==> config.mk <==
export PLATFORM = sky130hd
export DESIGN_NAME = lvh_top
export DESIGN_NICKNAME = d
export VERILOG_FILES = /design/src/common/lvh_pkg.sv /design/src/common/lvh_rq_if.sv /design/src/rtl/lvh_requant.sv /design/src/rtl/lvh_top.sv
export SDC_FILE = /design/constraint.sdc
export NUM_CORES = 2
export LEC_CHECK = 0
export BUFFER_PORTS_ARGS = -buffer_cell sky130_fd_sc_hd__buf_2
export CORE_UTILIZATION = 25
export DETAILED_ROUTE_END_ITERATION = 10
export GPL_ROUTABILITY_DRIVEN = 0
export GPL_TIMING_DRIVEN = 0
export RECOVER_POWER = 50
export SETUP_SLACK_MARGIN = 0.5
export SLEW_MARGIN = 10
export SYNTH_ARGS = -nofsm -noshare
export SYNTH_HDL_FRONTEND = slang
export SYNTH_SLANG_ARGS = --single-unit
==> constraint.sdc <==
create_clock -name core_clk_i -period 15.42 [get_ports core_clk_i]
set_clock_uncertainty 0.2 [all_clocks]
set_input_delay 3.084 -clock core_clk_i [delete_from_list [all_inputs] [get_ports core_clk_i]]
set_output_delay 3.084 -clock core_clk_i [all_outputs]
set_load 0.05 [all_outputs]
==> src/common/lvh_pkg.sv <==
/*
  Shared constants for the level histogram detectors: register map, field positions, reset values,
  input module modes, tap codes and the sample code conversions.
  Assumes a single core clock and a plain strobe register port.
*/
`default_nettype none
package lvh_pkg;
  localparam int ADDR_W = 8;
  localparam int DATA_W = 32;
  localparam int ACC_W = 24;
  localparam int PAUSE_W = 10;
  localparam int LEVELS = 8;
  localparam int FS_LANES = 5;
  localparam int TAPS = 3;
  localparam logic [2:0] EXP_MAX = 3'h5;
  localparam logic [ACC_W:0] FS_STEP = 25'h0000005;
  // Register offsets (byte addresses)
  localparam logic [ADDR_W-1:0] OFS_FS_CTRL = 8'h00;
  localparam logic [ADDR_W-1:0] OFS_FS_SRC = 8'h04;
  localparam logic [ADDR_W-1:0] OFS_IQ_SRC = 8'h08;
  localparam logic [ADDR_W-1:0] OFS_IQ_PRE = 8'h0C;
  localparam logic [ADDR_W-1:0] OFS_IQ_CTRL = 8'h10;
  localparam logic [ADDR_W-1:0] OFS_STATUS = 8'h14;
  localparam logic [ADDR_W-1:0] OFS_FS_TS_HI = 8'h18;
  localparam logic [ADDR_W-1:0] OFS_FS_TS_LO = 8'h1C;
  localparam logic [ADDR_W-1:0] OFS_IQ_TS_HI = 8'h20;
  localparam logic [ADDR_W-1:0] OFS_IQ_TS_LO = 8'h24;
  localparam logic [ADDR_W-1:0] OFS_FS_HIST = 8'h40;
  localparam logic [ADDR_W-1:0] OFS_IQI_HIST = 8'h60;
  localparam logic [ADDR_W-1:0] OFS_IQQ_HIST = 8'h80;
  // Field positions
  localparam int EPOCH_BIT = 24;
  localparam int RESCALE_BIT = 3;
  localparam int TAP_LSB = 4;
  localparam int PAUSE_LSB = 16;
  localparam int FS_DONE_BIT = 0;
  localparam int IQ_DONE_BIT = 1;
  // Reset value of every control register
  localparam logic [DATA_W-1:0] CTRL_RST = 32'h00000000;
  // Tap codes
  localparam logic [1:0] TAP_AFTER_IFC = 2'h0;
  localparam logic [1:0] TAP_BEFORE_FDC = 2'h1;
  localparam logic [1:0] TAP_AFTER_FDC = 2'h2;
  typedef enum logic [1:0] {MODE_IFC, MODE_R2C, MODE_DDC} lvh_mode_e;

  // Sample code {neg, mag} to two's complement: +1,3,5,7 -> 0..3, -1..-7 -> -1..-4
  function automatic logic [2:0] to_twos(input logic [2:0] code);
    return code[2] ? {1'b1, ~code[1:0]} : {1'b0, code[1:0]};
  endfunction : to_twos

  // Inverse of to_twos
  function automatic logic [2:0] from_twos(input logic [2:0] v);
    return v[2] ? {1'b1, ~v[1:0]} : {1'b0, v[1:0]};
  endfunction : from_twos
endpackage : lvh_pkg
`default_nettype wire

==> src/common/lvh_rq_if.sv <==
/*
  Link between the detector top and one pre-accumulator / re-quantiser branch.
  Assumes both ends run on the same core clock.
*/
`default_nettype none
interface lvh_rq_if;
  logic [2:0] in_code;
  logic in_valid;
  logic [2:0] exponent;
  logic rescale;
  logic pause_load;
  logic [9:0] pause;
  logic [2:0] out_code;
  logic out_valid;
  modport ctl (output in_code, in_valid, exponent, rescale, pause_load, pause, input out_code, out_valid);
  modport rq (input in_code, in_valid, exponent, rescale, pause_load, pause, output out_code, out_valid);
endinterface : lvh_rq_if
`default_nettype wire

==> src/rtl/lvh_requant.sv <==
/*
  One branch of the I/Q detector front: offset-compensated pre-accumulation, re-quantisation
  with saturation and back-transform to the 3-bit sample code.
  Assumes at most one input sample per core clock.
*/
`default_nettype none
module lvh_requant
  import lvh_pkg::*;
(
  input wire logic core_clk_i,
  input wire logic srst_i,
  lvh_rq_if.rq bus
);
  logic [2:0] n;
  logic [9:0] win_top;
  logic [12:0] preset;
  logic [12:0] mapped;
  logic [2:0] twos;
  logic [12:0] acc_sum;
  logic signed [12:0] shr_big;
  logic signed [12:0] shr_small;
  logic sat;
  logic [2:0] rq_val;
  logic [12:0] acc_r;
  logic [9:0] cnt_r;
  logic [9:0] pause_cnt_r;
  logic [2:0] out_code_r;
  logic out_valid_r;

  // Window geometry; exponent above five is clamped
  assign n = (bus.exponent > EXP_MAX) ? EXP_MAX : bus.exponent;
  assign win_top = 10'((11'h001 << {n, 1'b0}) - 11'h001);
  assign preset = (13'h0001 << {n, 1'b0}) >> 1;
  assign twos = to_twos(bus.in_code);
  assign mapped = {{10{twos[2]}}, twos};
  assign acc_sum = ((cnt_r == 10'h000) ? preset : acc_r) + mapped;
  // plain shift by twice the exponent
  assign shr_big = $signed(acc_sum) >>> {n, 1'b0};
  assign shr_small = $signed(acc_sum) >>> n;
  assign sat = shr_small[11:2] != {10{acc_sum[12]}};
  assign rq_val = bus.rescale ? shr_big[2:0]
                : (sat ? {acc_sum[12], {2{~acc_sum[12]}}} : {acc_sum[12], shr_small[1:0]});

  // Pause skips samples first, so the window edge moves by exactly that count
  always_ff @(posedge core_clk_i)
  begin
    out_valid_r <= 1'b0;
    if (srst_i)
    begin
      acc_r <= 13'h0000;
      cnt_r <= 10'h000;
      pause_cnt_r <= 10'h000;
      out_code_r <= 3'h0;
    end
    else if (bus.pause_load)
    begin
      pause_cnt_r <= bus.pause;
      cnt_r <= 10'h000;
    end
    else if (bus.in_valid)
    begin
      if (pause_cnt_r != 10'h000)
        pause_cnt_r <= pause_cnt_r - 10'h001;
      else if (n == 3'h0)
      begin
        out_code_r <= bus.in_code;
        out_valid_r <= 1'b1;
      end
      else
      begin
        acc_r <= acc_sum;
        cnt_r <= (cnt_r == win_top) ? 10'h000 : cnt_r + 10'h001;
        if (cnt_r == win_top)
        begin
          out_code_r <= from_twos(rq_val);
          out_valid_r <= 1'b1;
        end
      end
    end
  end

  assign bus.out_code = out_code_r;
  assign bus.out_valid = out_valid_r;
endmodule : lvh_requant
`default_nettype wire

==> src/rtl/lvh_top.sv <==
/*
  Level histogram detectors: five-stream detector and I/Q detector with register port.
  Assumes all sample inputs, epoch and time come from logic on the core clock.
*/
`default_nettype none
// Overview of operation
// - Count eight levels over five lanes
// - Period ends on epoch or count
// - Five-lane counter steps by five
// - Register selects five-lane source module
// - Raise request when five-lane results ready
// - Latch time stamp with five-lane results
// - I and Q branches, source and tap
// - Pre-accumulate 4^N samples, zero bypasses
// - Pause shifts window once on write
// - Rescale select chooses shift, 3-bit output
// - Sixteen accumulators, period per output sample
// - After-converter tap only in that mode
// - I/Q request, pending flag readable
// - Latch time stamp with I/Q results
// - Map samples to 13-bit two's complement
// - Preset bit 2N-1 per window
// - Larger scaling is plain shift
// - Smaller scaling saturates low two bits
// - Back-transform with inverse mapping
module lvh_top #(
  parameter int NUM_SRC = 4,
  parameter int TS_W = 64
) (
  input wire logic core_clk_i,
  input wire logic srst_i,
  input wire logic [lvh_pkg::ADDR_W-1:0] reg_addr_i,
  input wire logic [lvh_pkg::DATA_W-1:0] reg_wdata_i,
  input wire logic reg_wr_i,
  input wire logic reg_rd_i,
  output logic [lvh_pkg::DATA_W-1:0] reg_rdata_o,
  input wire logic [NUM_SRC*lvh_pkg::FS_LANES*3-1:0] fs_lanes_i,
  input wire logic fs_valid_i,
  input wire logic [NUM_SRC*lvh_pkg::TAPS*6-1:0] iq_taps_i,
  input wire logic [NUM_SRC*lvh_pkg::TAPS-1:0] iq_valid_i,
  input wire logic [NUM_SRC*2-1:0] src_mode_i,
  input wire logic measurement_epoch_i,
  input wire logic [TS_W-1:0] timestamp_i,
  output logic fs_irq_o,
  output logic iq_irq_o
);
  import lvh_pkg::*;

  // Count how many of the five lanes carry one level
  function automatic logic [2:0] lane_hits(input logic [FS_LANES*3-1:0] lanes, input logic [2:0] lvl);
    logic [2:0] c;
    c = 3'h0;
    for (int i = 0; i < FS_LANES; i++)
      c = c + {2'h0, lanes[i*3 +: 3] == lvl};
    return c;
  endfunction : lane_hits

  logic [DATA_W-1:0] fs_ctrl_r;
  logic [DATA_W-1:0] fs_src_r;
  logic [DATA_W-1:0] iq_src_r;
  logic [DATA_W-1:0] iq_pre_r;
  logic [DATA_W-1:0] iq_ctrl_r;
  logic [1:0] done_r;
  logic fs_irq_r;
  logic iq_irq_r;
  logic [DATA_W-1:0] rdata_r;
  logic [DATA_W-1:0] rd_mux;
  logic [ACC_W-1:0] fs_acc_r [LEVELS];
  logic [ACC_W-1:0] fs_res_r [LEVELS];
  logic [ACC_W-1:0] fs_acc_nxt [LEVELS];
  logic [ACC_W-1:0] iqi_acc_r [LEVELS];
  logic [ACC_W-1:0] iqq_acc_r [LEVELS];
  logic [ACC_W-1:0] iqi_res_r [LEVELS];
  logic [ACC_W-1:0] iqq_res_r [LEVELS];
  logic [ACC_W-1:0] iqi_acc_nxt [LEVELS];
  logic [ACC_W-1:0] iqq_acc_nxt [LEVELS];
  logic [ACC_W-1:0] fs_cnt_r;
  logic [ACC_W-1:0] iq_cnt_r;
  logic [TS_W-1:0] fs_ts_r;
  logic [TS_W-1:0] iq_ts_r;

  // Register write decode
  logic wr_fs_ctrl;
  logic wr_fs_src;
  logic wr_iq_src;
  logic wr_iq_pre;
  logic wr_iq_ctrl;
  logic wr_status;
  assign wr_fs_ctrl = reg_wr_i && reg_addr_i == OFS_FS_CTRL;
  assign wr_fs_src = reg_wr_i && reg_addr_i == OFS_FS_SRC;
  assign wr_iq_src = reg_wr_i && reg_addr_i == OFS_IQ_SRC;
  assign wr_iq_pre = reg_wr_i && reg_addr_i == OFS_IQ_PRE;
  assign wr_iq_ctrl = reg_wr_i && reg_addr_i == OFS_IQ_CTRL;
  assign wr_status = reg_wr_i && reg_addr_i == OFS_STATUS;

  // Five-stream source pick; an absent module feeds no samples
  logic [1:0] fs_src;
  logic fs_src_ok;
  logic [FS_LANES*3-1:0] fs_lanes;
  logic fs_valid;
  logic fs_epoch_mode;
  logic [ACC_W:0] fs_cnt_sum;
  logic fs_close;
  assign fs_src = fs_src_r[1:0];
  assign fs_src_ok = 32'(fs_src) < NUM_SRC;
  assign fs_lanes = fs_src_ok ? fs_lanes_i[32'(fs_src)*FS_LANES*3 +: FS_LANES*3] : '0;
  assign fs_valid = fs_valid_i && fs_src_ok;
  assign fs_epoch_mode = fs_ctrl_r[EPOCH_BIT];
  assign fs_cnt_sum = {1'b0, fs_cnt_r} + FS_STEP;
  assign fs_close = fs_epoch_mode ? measurement_epoch_i
                  : (fs_valid && fs_cnt_sum > {1'b0, fs_ctrl_r[ACC_W-1:0]});

  always_comb
  begin
    for (int k = 0; k < LEVELS; k++)
      fs_acc_nxt[k] = fs_acc_r[k] + (fs_valid ? {21'h000000, lane_hits(fs_lanes, 3'(k))} : 24'h000000);
  end

  // I/Q source and tap pick
  logic [1:0] iq_src;
  logic [1:0] iq_tap;
  logic iq_tap_ok;
  logic [31:0] iq_idx;
  logic [5:0] iq_word;
  logic iq_in_valid;
  logic iq_epoch_mode;
  logic iq_out_v;
  logic [ACC_W:0] iq_cnt_sum;
  logic iq_close;
  assign iq_src = iq_src_r[1:0];
  assign iq_tap = iq_src_r[TAP_LSB +: 2];
  assign iq_tap_ok = 32'(iq_src) < NUM_SRC && iq_tap <= TAP_AFTER_FDC
                   && (iq_tap != TAP_AFTER_IFC || src_mode_i[32'(iq_src)*2 +: 2] == MODE_IFC);
  assign iq_idx = iq_tap_ok ? 32'(iq_src) * TAPS + 32'(iq_tap) : 32'h00000000;
  assign iq_word = iq_taps_i[iq_idx*6 +: 6];
  assign iq_in_valid = iq_tap_ok && iq_valid_i[iq_idx];
  assign iq_epoch_mode = iq_ctrl_r[EPOCH_BIT];

  // Two identical branches share controls, so their outputs stay in step
  lvh_rq_if rq_i ();
  lvh_rq_if rq_q ();
  assign rq_i.in_code = iq_word[5:3];
  assign rq_q.in_code = iq_word[2:0];
  assign rq_i.in_valid = iq_in_valid;
  assign rq_q.in_valid = iq_in_valid;
  assign rq_i.exponent = iq_pre_r[2:0];
  assign rq_q.exponent = iq_pre_r[2:0];
  assign rq_i.rescale = iq_pre_r[RESCALE_BIT];
  assign rq_q.rescale = iq_pre_r[RESCALE_BIT];
  // write to pre-accumulator control reloads pause
  assign rq_i.pause_load = wr_iq_pre;
  assign rq_q.pause_load = wr_iq_pre;
  assign rq_i.pause = reg_wdata_i[PAUSE_LSB +: PAUSE_W];
  assign rq_q.pause = reg_wdata_i[PAUSE_LSB +: PAUSE_W];
  // Pause taken from the write data, so the new value loads at the write edge itself
  lvh_requant u_rq_i (.core_clk_i(core_clk_i), .srst_i(srst_i), .bus(rq_i.rq));
  lvh_requant u_rq_q (.core_clk_i(core_clk_i), .srst_i(srst_i), .bus(rq_q.rq));

  assign iq_out_v = rq_i.out_valid;
  assign iq_cnt_sum = {1'b0, iq_cnt_r} + 25'h0000001;
  assign iq_close = iq_epoch_mode ? measurement_epoch_i
                  : (iq_out_v && iq_cnt_sum >= {1'b0, iq_ctrl_r[ACC_W-1:0]});

  always_comb
  begin
    for (int k = 0; k < LEVELS; k++)
    begin
      iqi_acc_nxt[k] = iqi_acc_r[k] + {23'h000000, iq_out_v && rq_i.out_code == 3'(k)};
      iqq_acc_nxt[k] = iqq_acc_r[k] + {23'h000000, iq_out_v && rq_q.out_code == 3'(k)};
    end
  end

  // Control registers
  always_ff @(posedge core_clk_i)
  begin
    if (srst_i)
    begin
      fs_ctrl_r <= CTRL_RST;
      fs_src_r <= CTRL_RST;
      iq_src_r <= CTRL_RST;
      iq_pre_r <= CTRL_RST;
      iq_ctrl_r <= CTRL_RST;
    end
    else
    begin
      if (wr_fs_ctrl)
        fs_ctrl_r <= reg_wdata_i;
      if (wr_fs_src)
        fs_src_r <= reg_wdata_i;
      if (wr_iq_src)
        iq_src_r <= reg_wdata_i;
      if (wr_iq_pre)
        iq_pre_r <= reg_wdata_i;
      if (wr_iq_ctrl)
        iq_ctrl_r <= reg_wdata_i;
    end
  end

  // Five-stream accumulation and latch
  always_ff @(posedge core_clk_i)
  begin
    if (srst_i)
    begin
      fs_cnt_r <= '0;
      fs_ts_r <= '0;
      for (int k = 0; k < LEVELS; k++)
      begin
        fs_acc_r[k] <= '0;
        fs_res_r[k] <= '0;
      end
    end
    else
    begin
      fs_cnt_r <= fs_close ? '0 : (fs_valid ? fs_cnt_sum[ACC_W-1:0] : fs_cnt_r);
      for (int k = 0; k < LEVELS; k++)
      begin
        fs_acc_r[k] <= fs_close ? '0 : fs_acc_nxt[k];
        if (fs_close)
          fs_res_r[k] <= fs_acc_nxt[k];
      end
      if (fs_close)
        fs_ts_r <= timestamp_i;
    end
  end

  // I/Q accumulation and latch
  always_ff @(posedge core_clk_i)
  begin
    if (srst_i)
    begin
      iq_cnt_r <= '0;
      iq_ts_r <= '0;
      for (int k = 0; k < LEVELS; k++)
      begin
        iqi_acc_r[k] <= '0;
        iqq_acc_r[k] <= '0;
        iqi_res_r[k] <= '0;
        iqq_res_r[k] <= '0;
      end
    end
    else
    begin
      iq_cnt_r <= iq_close ? '0 : (iq_out_v ? iq_cnt_sum[ACC_W-1:0] : iq_cnt_r);
      for (int k = 0; k < LEVELS; k++)
      begin
        iqi_acc_r[k] <= iq_close ? '0 : iqi_acc_nxt[k];
        iqq_acc_r[k] <= iq_close ? '0 : iqq_acc_nxt[k];
        if (iq_close)
        begin
          iqi_res_r[k] <= iqi_acc_nxt[k];
          iqq_res_r[k] <= iqq_acc_nxt[k];
        end
      end
      if (iq_close)
        iq_ts_r <= timestamp_i;
    end
  end

  // Done flags: a latch in the clearing cycle wins, so no result goes unseen
  always_ff @(posedge core_clk_i)
  begin
    if (srst_i)
    begin
      done_r <= 2'h0;
      fs_irq_r <= 1'b0;
      iq_irq_r <= 1'b0;
    end
    else
    begin
      fs_irq_r <= fs_close;
      iq_irq_r <= iq_close;
      done_r[FS_DONE_BIT] <= fs_close || (done_r[FS_DONE_BIT] && !(wr_status && reg_wdata_i[FS_DONE_BIT]));
      done_r[IQ_DONE_BIT] <= iq_close || (done_r[IQ_DONE_BIT] && !(wr_status && reg_wdata_i[IQ_DONE_BIT]));
    end
  end
  assign fs_irq_o = fs_irq_r;
  assign iq_irq_o = iq_irq_r;

  // Read selection; histograms sit in three aligned 8-word banks
  logic rd_aligned;
  logic [2:0] rd_lvl;
  logic [2:0] rd_bank;
  assign rd_aligned = reg_addr_i[1:0] == 2'h0;
  assign rd_lvl = reg_addr_i[4:2];
  assign rd_bank = reg_addr_i[7:5];
  always_comb
  begin
    rd_mux = '0;
    if (rd_aligned)
    begin
      if (rd_bank == OFS_FS_HIST[7:5])
        rd_mux = {8'h00, fs_res_r[rd_lvl]};
      else if (rd_bank == OFS_IQI_HIST[7:5])
        rd_mux = {8'h00, iqi_res_r[rd_lvl]};
      else if (rd_bank == OFS_IQQ_HIST[7:5])
        rd_mux = {8'h00, iqq_res_r[rd_lvl]};
      else
        case (reg_addr_i)
          OFS_FS_CTRL: rd_mux = fs_ctrl_r;
          OFS_FS_SRC: rd_mux = fs_src_r;
          OFS_IQ_SRC: rd_mux = iq_src_r;
          OFS_IQ_PRE: rd_mux = iq_pre_r;
          OFS_IQ_CTRL: rd_mux = iq_ctrl_r;
          OFS_STATUS: rd_mux = {30'h00000000, done_r};
          OFS_FS_TS_HI: rd_mux = fs_ts_r[TS_W-1 -: DATA_W];
          OFS_FS_TS_LO: rd_mux = fs_ts_r[DATA_W-1:0];
          OFS_IQ_TS_HI: rd_mux = iq_ts_r[TS_W-1 -: DATA_W];
          OFS_IQ_TS_LO: rd_mux = iq_ts_r[DATA_W-1:0];
          default: rd_mux = '0;
        endcase
    end
  end

  // Read data stands only in the cycle after the strobe
  always_ff @(posedge core_clk_i)
  begin
    if (srst_i)
      rdata_r <= '0;
    else
      rdata_r <= reg_rd_i ? rd_mux : '0;
  end
  assign reg_rdata_o = rdata_r;

  // Helper sum of all five-stream accumulators
  logic [ACC_W+2:0] fs_tot;
  always_comb
  begin
    fs_tot = '0;
    for (int k = 0; k < LEVELS; k++)
      fs_tot = fs_tot + {3'h0, fs_acc_r[k]};
  end
endmodule : lvh_top
`default_nettype wire

# Word level (Yosys, flattened, before mapping)
# Memories as Yosys holds them, arrays and structs flattened.
# Cells that the tools add are included.
[totals]
mem_bits_rw = 1152
wordCells = 432
mem_count = 6
in_bits = 262
reg_bits = 445
[memory_table]
columns = ["memory", "words", "width", "rd", "rd_ports_with_merged_regs", "write_ports", "line_no", "text"]
rows = [
  ["fs_acc_r", 8, 24, 8, 0, 8, "lvh_top.sv:68", "logic [ACC_W-1:0] fs_acc_r [LEVELS];"],
  ["fs_res_r", 8, 24, 1, 0, 8, "lvh_top.sv:69", "logic [ACC_W-1:0] fs_res_r [LEVELS];"],
  ["iqi_acc_r", 8, 24, 8, 0, 8, "lvh_top.sv:71", "logic [ACC_W-1:0] iqi_acc_r [LEVELS];"],
  ["iqi_res_r", 8, 24, 1, 0, 8, "lvh_top.sv:73", "logic [ACC_W-1:0] iqi_res_r [LEVELS];"],
  ["iqq_acc_r", 8, 24, 8, 0, 8, "lvh_top.sv:72", "logic [ACC_W-1:0] iqq_acc_r [LEVELS];"],
  ["iqq_res_r", 8, 24, 1, 0, 8, "lvh_top.sv:74", "logic [ACC_W-1:0] iqq_res_r [LEVELS];"],
]
[classes]
magnitude_cmp = 5
add_sub_neg = 66
shifts = 9
mul = 4
eq_ne = 65
n_reduce_logical = 70
bitwise = 61
n_mux = 123
[ops]
columns = ["op", "count"]
rows = [
  ["$mux W24", 75],
  ["$add A24 B1 Y24", 16],
  ["$pmux W32 S10", 1],
  ["$add A24 B3 Y24", 8],
  ["$eq A3 B3 Y1 const B", 29],
  ["$mux W10", 8],
  ["$shiftx A72 B9 Y6", 1],
  ["$shiftx A60 B8 Y15", 1],
  ["$mux W3", 19],
  ["$add A3 B1 Y3", 16],
  ["$eq A3 B2 Y1 const B", 16],
  ["$or A1 B1 Y1", 48],
  ["$eq A8 B5 Y1 const B", 4],
  ["$logic_and A1 B1 Y1", 30],
  ["$sub A10 B1 Y10 const B", 3],
  ["$add A13 B13 Y13", 2],
  ["$mux W13", 2],
  ["$sshr A13 B3 Y12", 2],
  ["$sshr A13 B4 Y3", 2],
  ["$add A24 B1 Y25 const B", 1],
  ["$add A24 B3 Y25 const B", 1],
  ["$ge A25 B24 Y1", 1],
  ["$gt A25 B24 Y1", 1],
  ["$add A2 B1 Y3", 8],
  ["39 further kinds", 108],
]

# Logic depth before layout (Yosys ltp)
[logic_depth]
ltp_word = 18
ltp_mapped = 36
mapped_depth_nobuf = 30

# By module
# Synthesis repeated with hierarchy kept, for this count alone.
[unflattened]
cells_unflattened = 8170
hier_area_um2 = 79640.1
[by_module_without_submodules]
columns = ["mod", "cells_each", "n_inst", "seq_area_each_um2", "area_each_um2"]
rows = [
  ["lvh_top", 7233, 1, 36274.8, 72791.1],
  ["lvh_requant (u_rq_q)", 484, 1, 740.7, 3532.1],
  ["lvh_requant (u_rq_i)", 453, 1, 740.7, 3316.9],
]

# Least setup slack after synthesis
# OpenSTA, ideal clock, no wires.
[synth_path]
path_type = "register to register"
start = "reg iq_cnt_r[2]"
end = "mem iqi_res_r[0][0] (enable)"
arrival_time_ns = 14.272
t_required_ns = 14.322
slack_ns = 0.049
n_path_buf = 2
path_stages_with_launch = 22
setup_time_ns = 0.898
cell_sequence = "dfxtp_1 nand3_1 nor2_1 nand3_1 nor2_1 and3_1 and3_1 and3_1 and3_1 and3_1 nand3_1 xnor2_1 ha_1 nand4_1 nor3_1 a31o_2 o21ai_0 o21ai_1 a21oi_1 nand2_1 clkbuf_1 clkbuf_1"
[synth_rtl]
columns = ["element", "line_no", "text"]
rows = [
  ["start: declaration", "lvh_top.sv:78", "logic [ACC_W-1:0] iq_cnt_r;"],
  ["start signal: assignment", "lvh_top.sv:243", "iq_cnt_r <= iq_close ? '0 : (iq_out_v ? iq_cnt_sum[ACC_W-1:0] : iq_cnt_r);"],
  ["end: declaration", "lvh_top.sv:73", ""],
]

==> results.cfg <==
[clock_network]
insertion_delay_ps = 860
cts_max_level = 4
clockRootBuffer = clkbuf_16
path_clk_slew_ps = 60
numClockSinks = 1597
cts_buffer_depth = 3
post_cts_buffers = 0
cts_resized = 0
numCtsBuffers = 170
cts_tree = built
hold_buffers = 0

[power]
p_leak_nw = 30.8
p_comb_share_pct = 9.9
p_clk_share_pct = 42.4
seq_power_share_pct = 47.7
internal_power_mw = 7.12
switching_share_pct = 26.9
powerDensity_mw_per_mm2 = 111
p_sw_mw = 2.62
vdd_drop_max_uv = 97.8

[placed_design]
io_buffers = 293
dp.cells = 12100
dp_hpwl_microns = 206000
place_ws_ps = 5350

[routing]
drc = 0
ant_nets = 0
drt_pass1_iterations = 8
vias = 61300
wl_per_cell_microns = 21.4
viasPerCell = 4.92
wirelength_microns = 267000
drt_iter0_drc = 7375

[timing]
layout_min_cycle_time_ps = 10770
setup_ws_ps = 4650
slew_viol_final = 98
period_share_pct = 69.9
rsz0062_at_grt = false
worstMarginPinSlew_ps = 3170
clock.fmax_mhz = 92.8
hold_violations = 0
relSlewSlack_pct = -111
fin_tns_setup_ps = 0
setup_viol = 0

[die]
die_height_microns = 552
placementRows = 201
dieArea_sq_mm = 0.305
pin_count = 296
initial_core_util_pct = 25.2
fp.coreArea_sq_mm = 0.300
fp.dieW_microns = 552

[synth]
ys.warnings.count = 0
yosysTopAreaCellShare_pct = 27.0
synth.area.top_cells = dfxtp_1, edfxtp_1, nor2_1
synth_ff_type = dfxtp_1
yosys-top-cells-count = nor2_1, nand2_1, dfxtp_1
synth_edf_count = 576
synth_cells = 7830
syn_area_sq_mm = 0.0756
synth_area_leader_cell = dfxtp_1
syn_area_per_cell_sq_um = 9.65
yosysMostFrequentCell = nor2_1
synthArstFlopShare_pct = 0
ys_seq_area_share_pct = 49.9
syn_nets = 8270
ys_ff_latch = 1597
synth_cell_types = 95

[grt]
grt_pass1_vias = 57700
grt_max_degree = 92
grt_overflow_total = 0
grt_antenna_before_repair = 81
grt_pass1_wl_microns = 384000
track_usage_pct = 17.0

[critical_path]
cp_max_fo = 56
cp_data_arrival_time_ps = 11090
setup.worst_path.start_class = input pin
path_cells = clkbuf_1 > clkbuf_1 > nand2_1 > nor2_1 > nand3_1 > nor3_1 > a21oi_1 > and4_1 > clkbuf_1 > nand2_1 > clkbuf_1 > clkbuf_1 > clkbuf_1 > buf_16 > buf_16
critical-path-slowest-cell = clkbuf_1
critPathBufInv = 8
required_ps = 15740
cp_common_cell = clkbuf_1
path_class = in2reg
cp-end-kind = register
crit_family = buffers and inverters
max_stage_delay_ps = 2270

[finish]
drive_above_1_share_pct = 9.41
num-fill-cells = 31600
seq_area_sq_mm = 0.0377
multi_input_area_sq_mm = 0.0355
utilization_pct = 29.3
area_growth_pct = 16.3
fin_cells = 12500
nets = 8743

[outcome]
violations = capacitance limit, slew limit
status = finished, violations left

[flow_run]
maxCapViolations = 3

[min_path]
hp-class = reg2reg
[cell usage in the layout, fill, tap and decap left out, types with 55 or more instances in the layout]
cell type and instances:
nor2_1 1215, nand2_1 1110, dfxtp_1 1021, edfxtp_1 576
clkbuf_1 485, a21oi_1 422, xor2_1 392, nor3_1 326
nand3_1 287, xnor2_1 285, buf_2 263, mux4_2 196
clkbuf_16 172, and3_1 171, inv_1 169, ha_1 150
nand4_1 117, o21ai_0 115, mux2i_1 79, nor2b_1 65
a22oi_1 61, diode_2 55
[state kept, by name, summed over array words and instances (netlist names), 64 cells and up]
| register | flops |
|---|---|
| fs_acc_r | 192 |
| fs_res_r | 192 |
| fs_ts_r | 64 |
| iq_ts_r | 64 |
| iqi_acc_r | 192 |
| iqi_res_r | 192 |
| iqq_acc_r | 192 |
| iqq_res_r | 192 |
[final timing paths]
kind / start / endpoint / slack [ps] / depth (start not counted)
max: fs_valid_i / fs_res_r[5][16]$_SDFFCE_PN0P_ / 4650 / 15
min: u_rq_q.acc_r[2]$_SDFFE_PP0P_ / u_rq_q.acc_r[2]$_SDFFE_PP0P_ / 250 / 2
max reg2reg: fs_cnt_r[0]$_SDFFE_PP0P_ / fs_res_r[5][16]$_SDFFCE_PN0P_ / 5060 / 23
min reg2reg: u_rq_q.acc_r[2]$_SDFFE_PP0P_ / u_rq_q.acc_r[2]$_SDFFE_PP0P_ / 250 / 2
[final cells by class]
| class | instances | area share [%] |
|---|---|---|
| buffer | 455 | 1.97 |
| sequential | 1597 | 42.9 |
| tap | 3958 | 5.63 |
| clock buffer | 236 | 5.43 |
| antenna | 55 | 0.157 |
| multi-input combinational | 5604 | 40.3 |
| timing repair buffer | 301 | 1.81 |
| clock inverter | 84 | 1.01 |
| inverter | 174 | 0.743 |
[power groups by stage]
stage               registers, mW  clock network [mW]  logic [mW]
finish                       4.65                4.13       0.961
global route                 4.66                4.33        1.01
CTS                          4.64                4.16       0.946
detailed placement           4.73                   0       0.942
global placement             4.78                   0       0.925
floorplan                    4.72                   0       0.540
[worst min-delay path: stages, from the launching register on]
cell and delay, ps:
dfxtp_1 300, nand2_1 50, a21oi_1 50
[cell families (layout without fill, tap and decap cells)]
| logic type | after synthesis | in the layout | share of synthesized area (%) |
|---|---|---|---|
| flip-flops | 1597 | 1597 | 49.9 |
| other | 0 | 55 | 0 |
| multiplexers | 309 | 309 | 7.41 |
| AND/OR/NAND/NOR | 3498 | 3498 | 20.5 |
| buffers and inverters | 629 | 1250 | 3.14 |
| XOR/XNOR | 679 | 679 | 7.89 |
| adder cells (fa/ha/maj) | 178 | 178 | 3.22 |
| AO/OA/AOI/OAI | 940 | 940 | 7.96 |
[metrics by stage]
| step | total power, mW | instance area [sq um] | hold WS (ps) |
|---|---|---|---|
| 2_1_floorplan | 5.26 | 75600 | 227 |
| 3_3_place_gp | 5.71 | 82000 | 235 |
| 3_5_place_dp | 5.67 | 82200 | 242 |
| 4_1_cts | 9.75 | 87900 | 250 |
| 5_1_grt | 10.0 | 87900 | 265 |
| 6_report | 9.73 | 87900 | 248 |
[routing by layer]
metal	up-vias	wire, microns	global-route usage (%)
met3	574	23600	3.24
met2	2826	118000	26.8
met1	29600	108000	21.8
met5	-	49	0
met4	8	17400	9.90
li1	28400	-	-
Note: power is estimated with default switching activity, not from simulation.
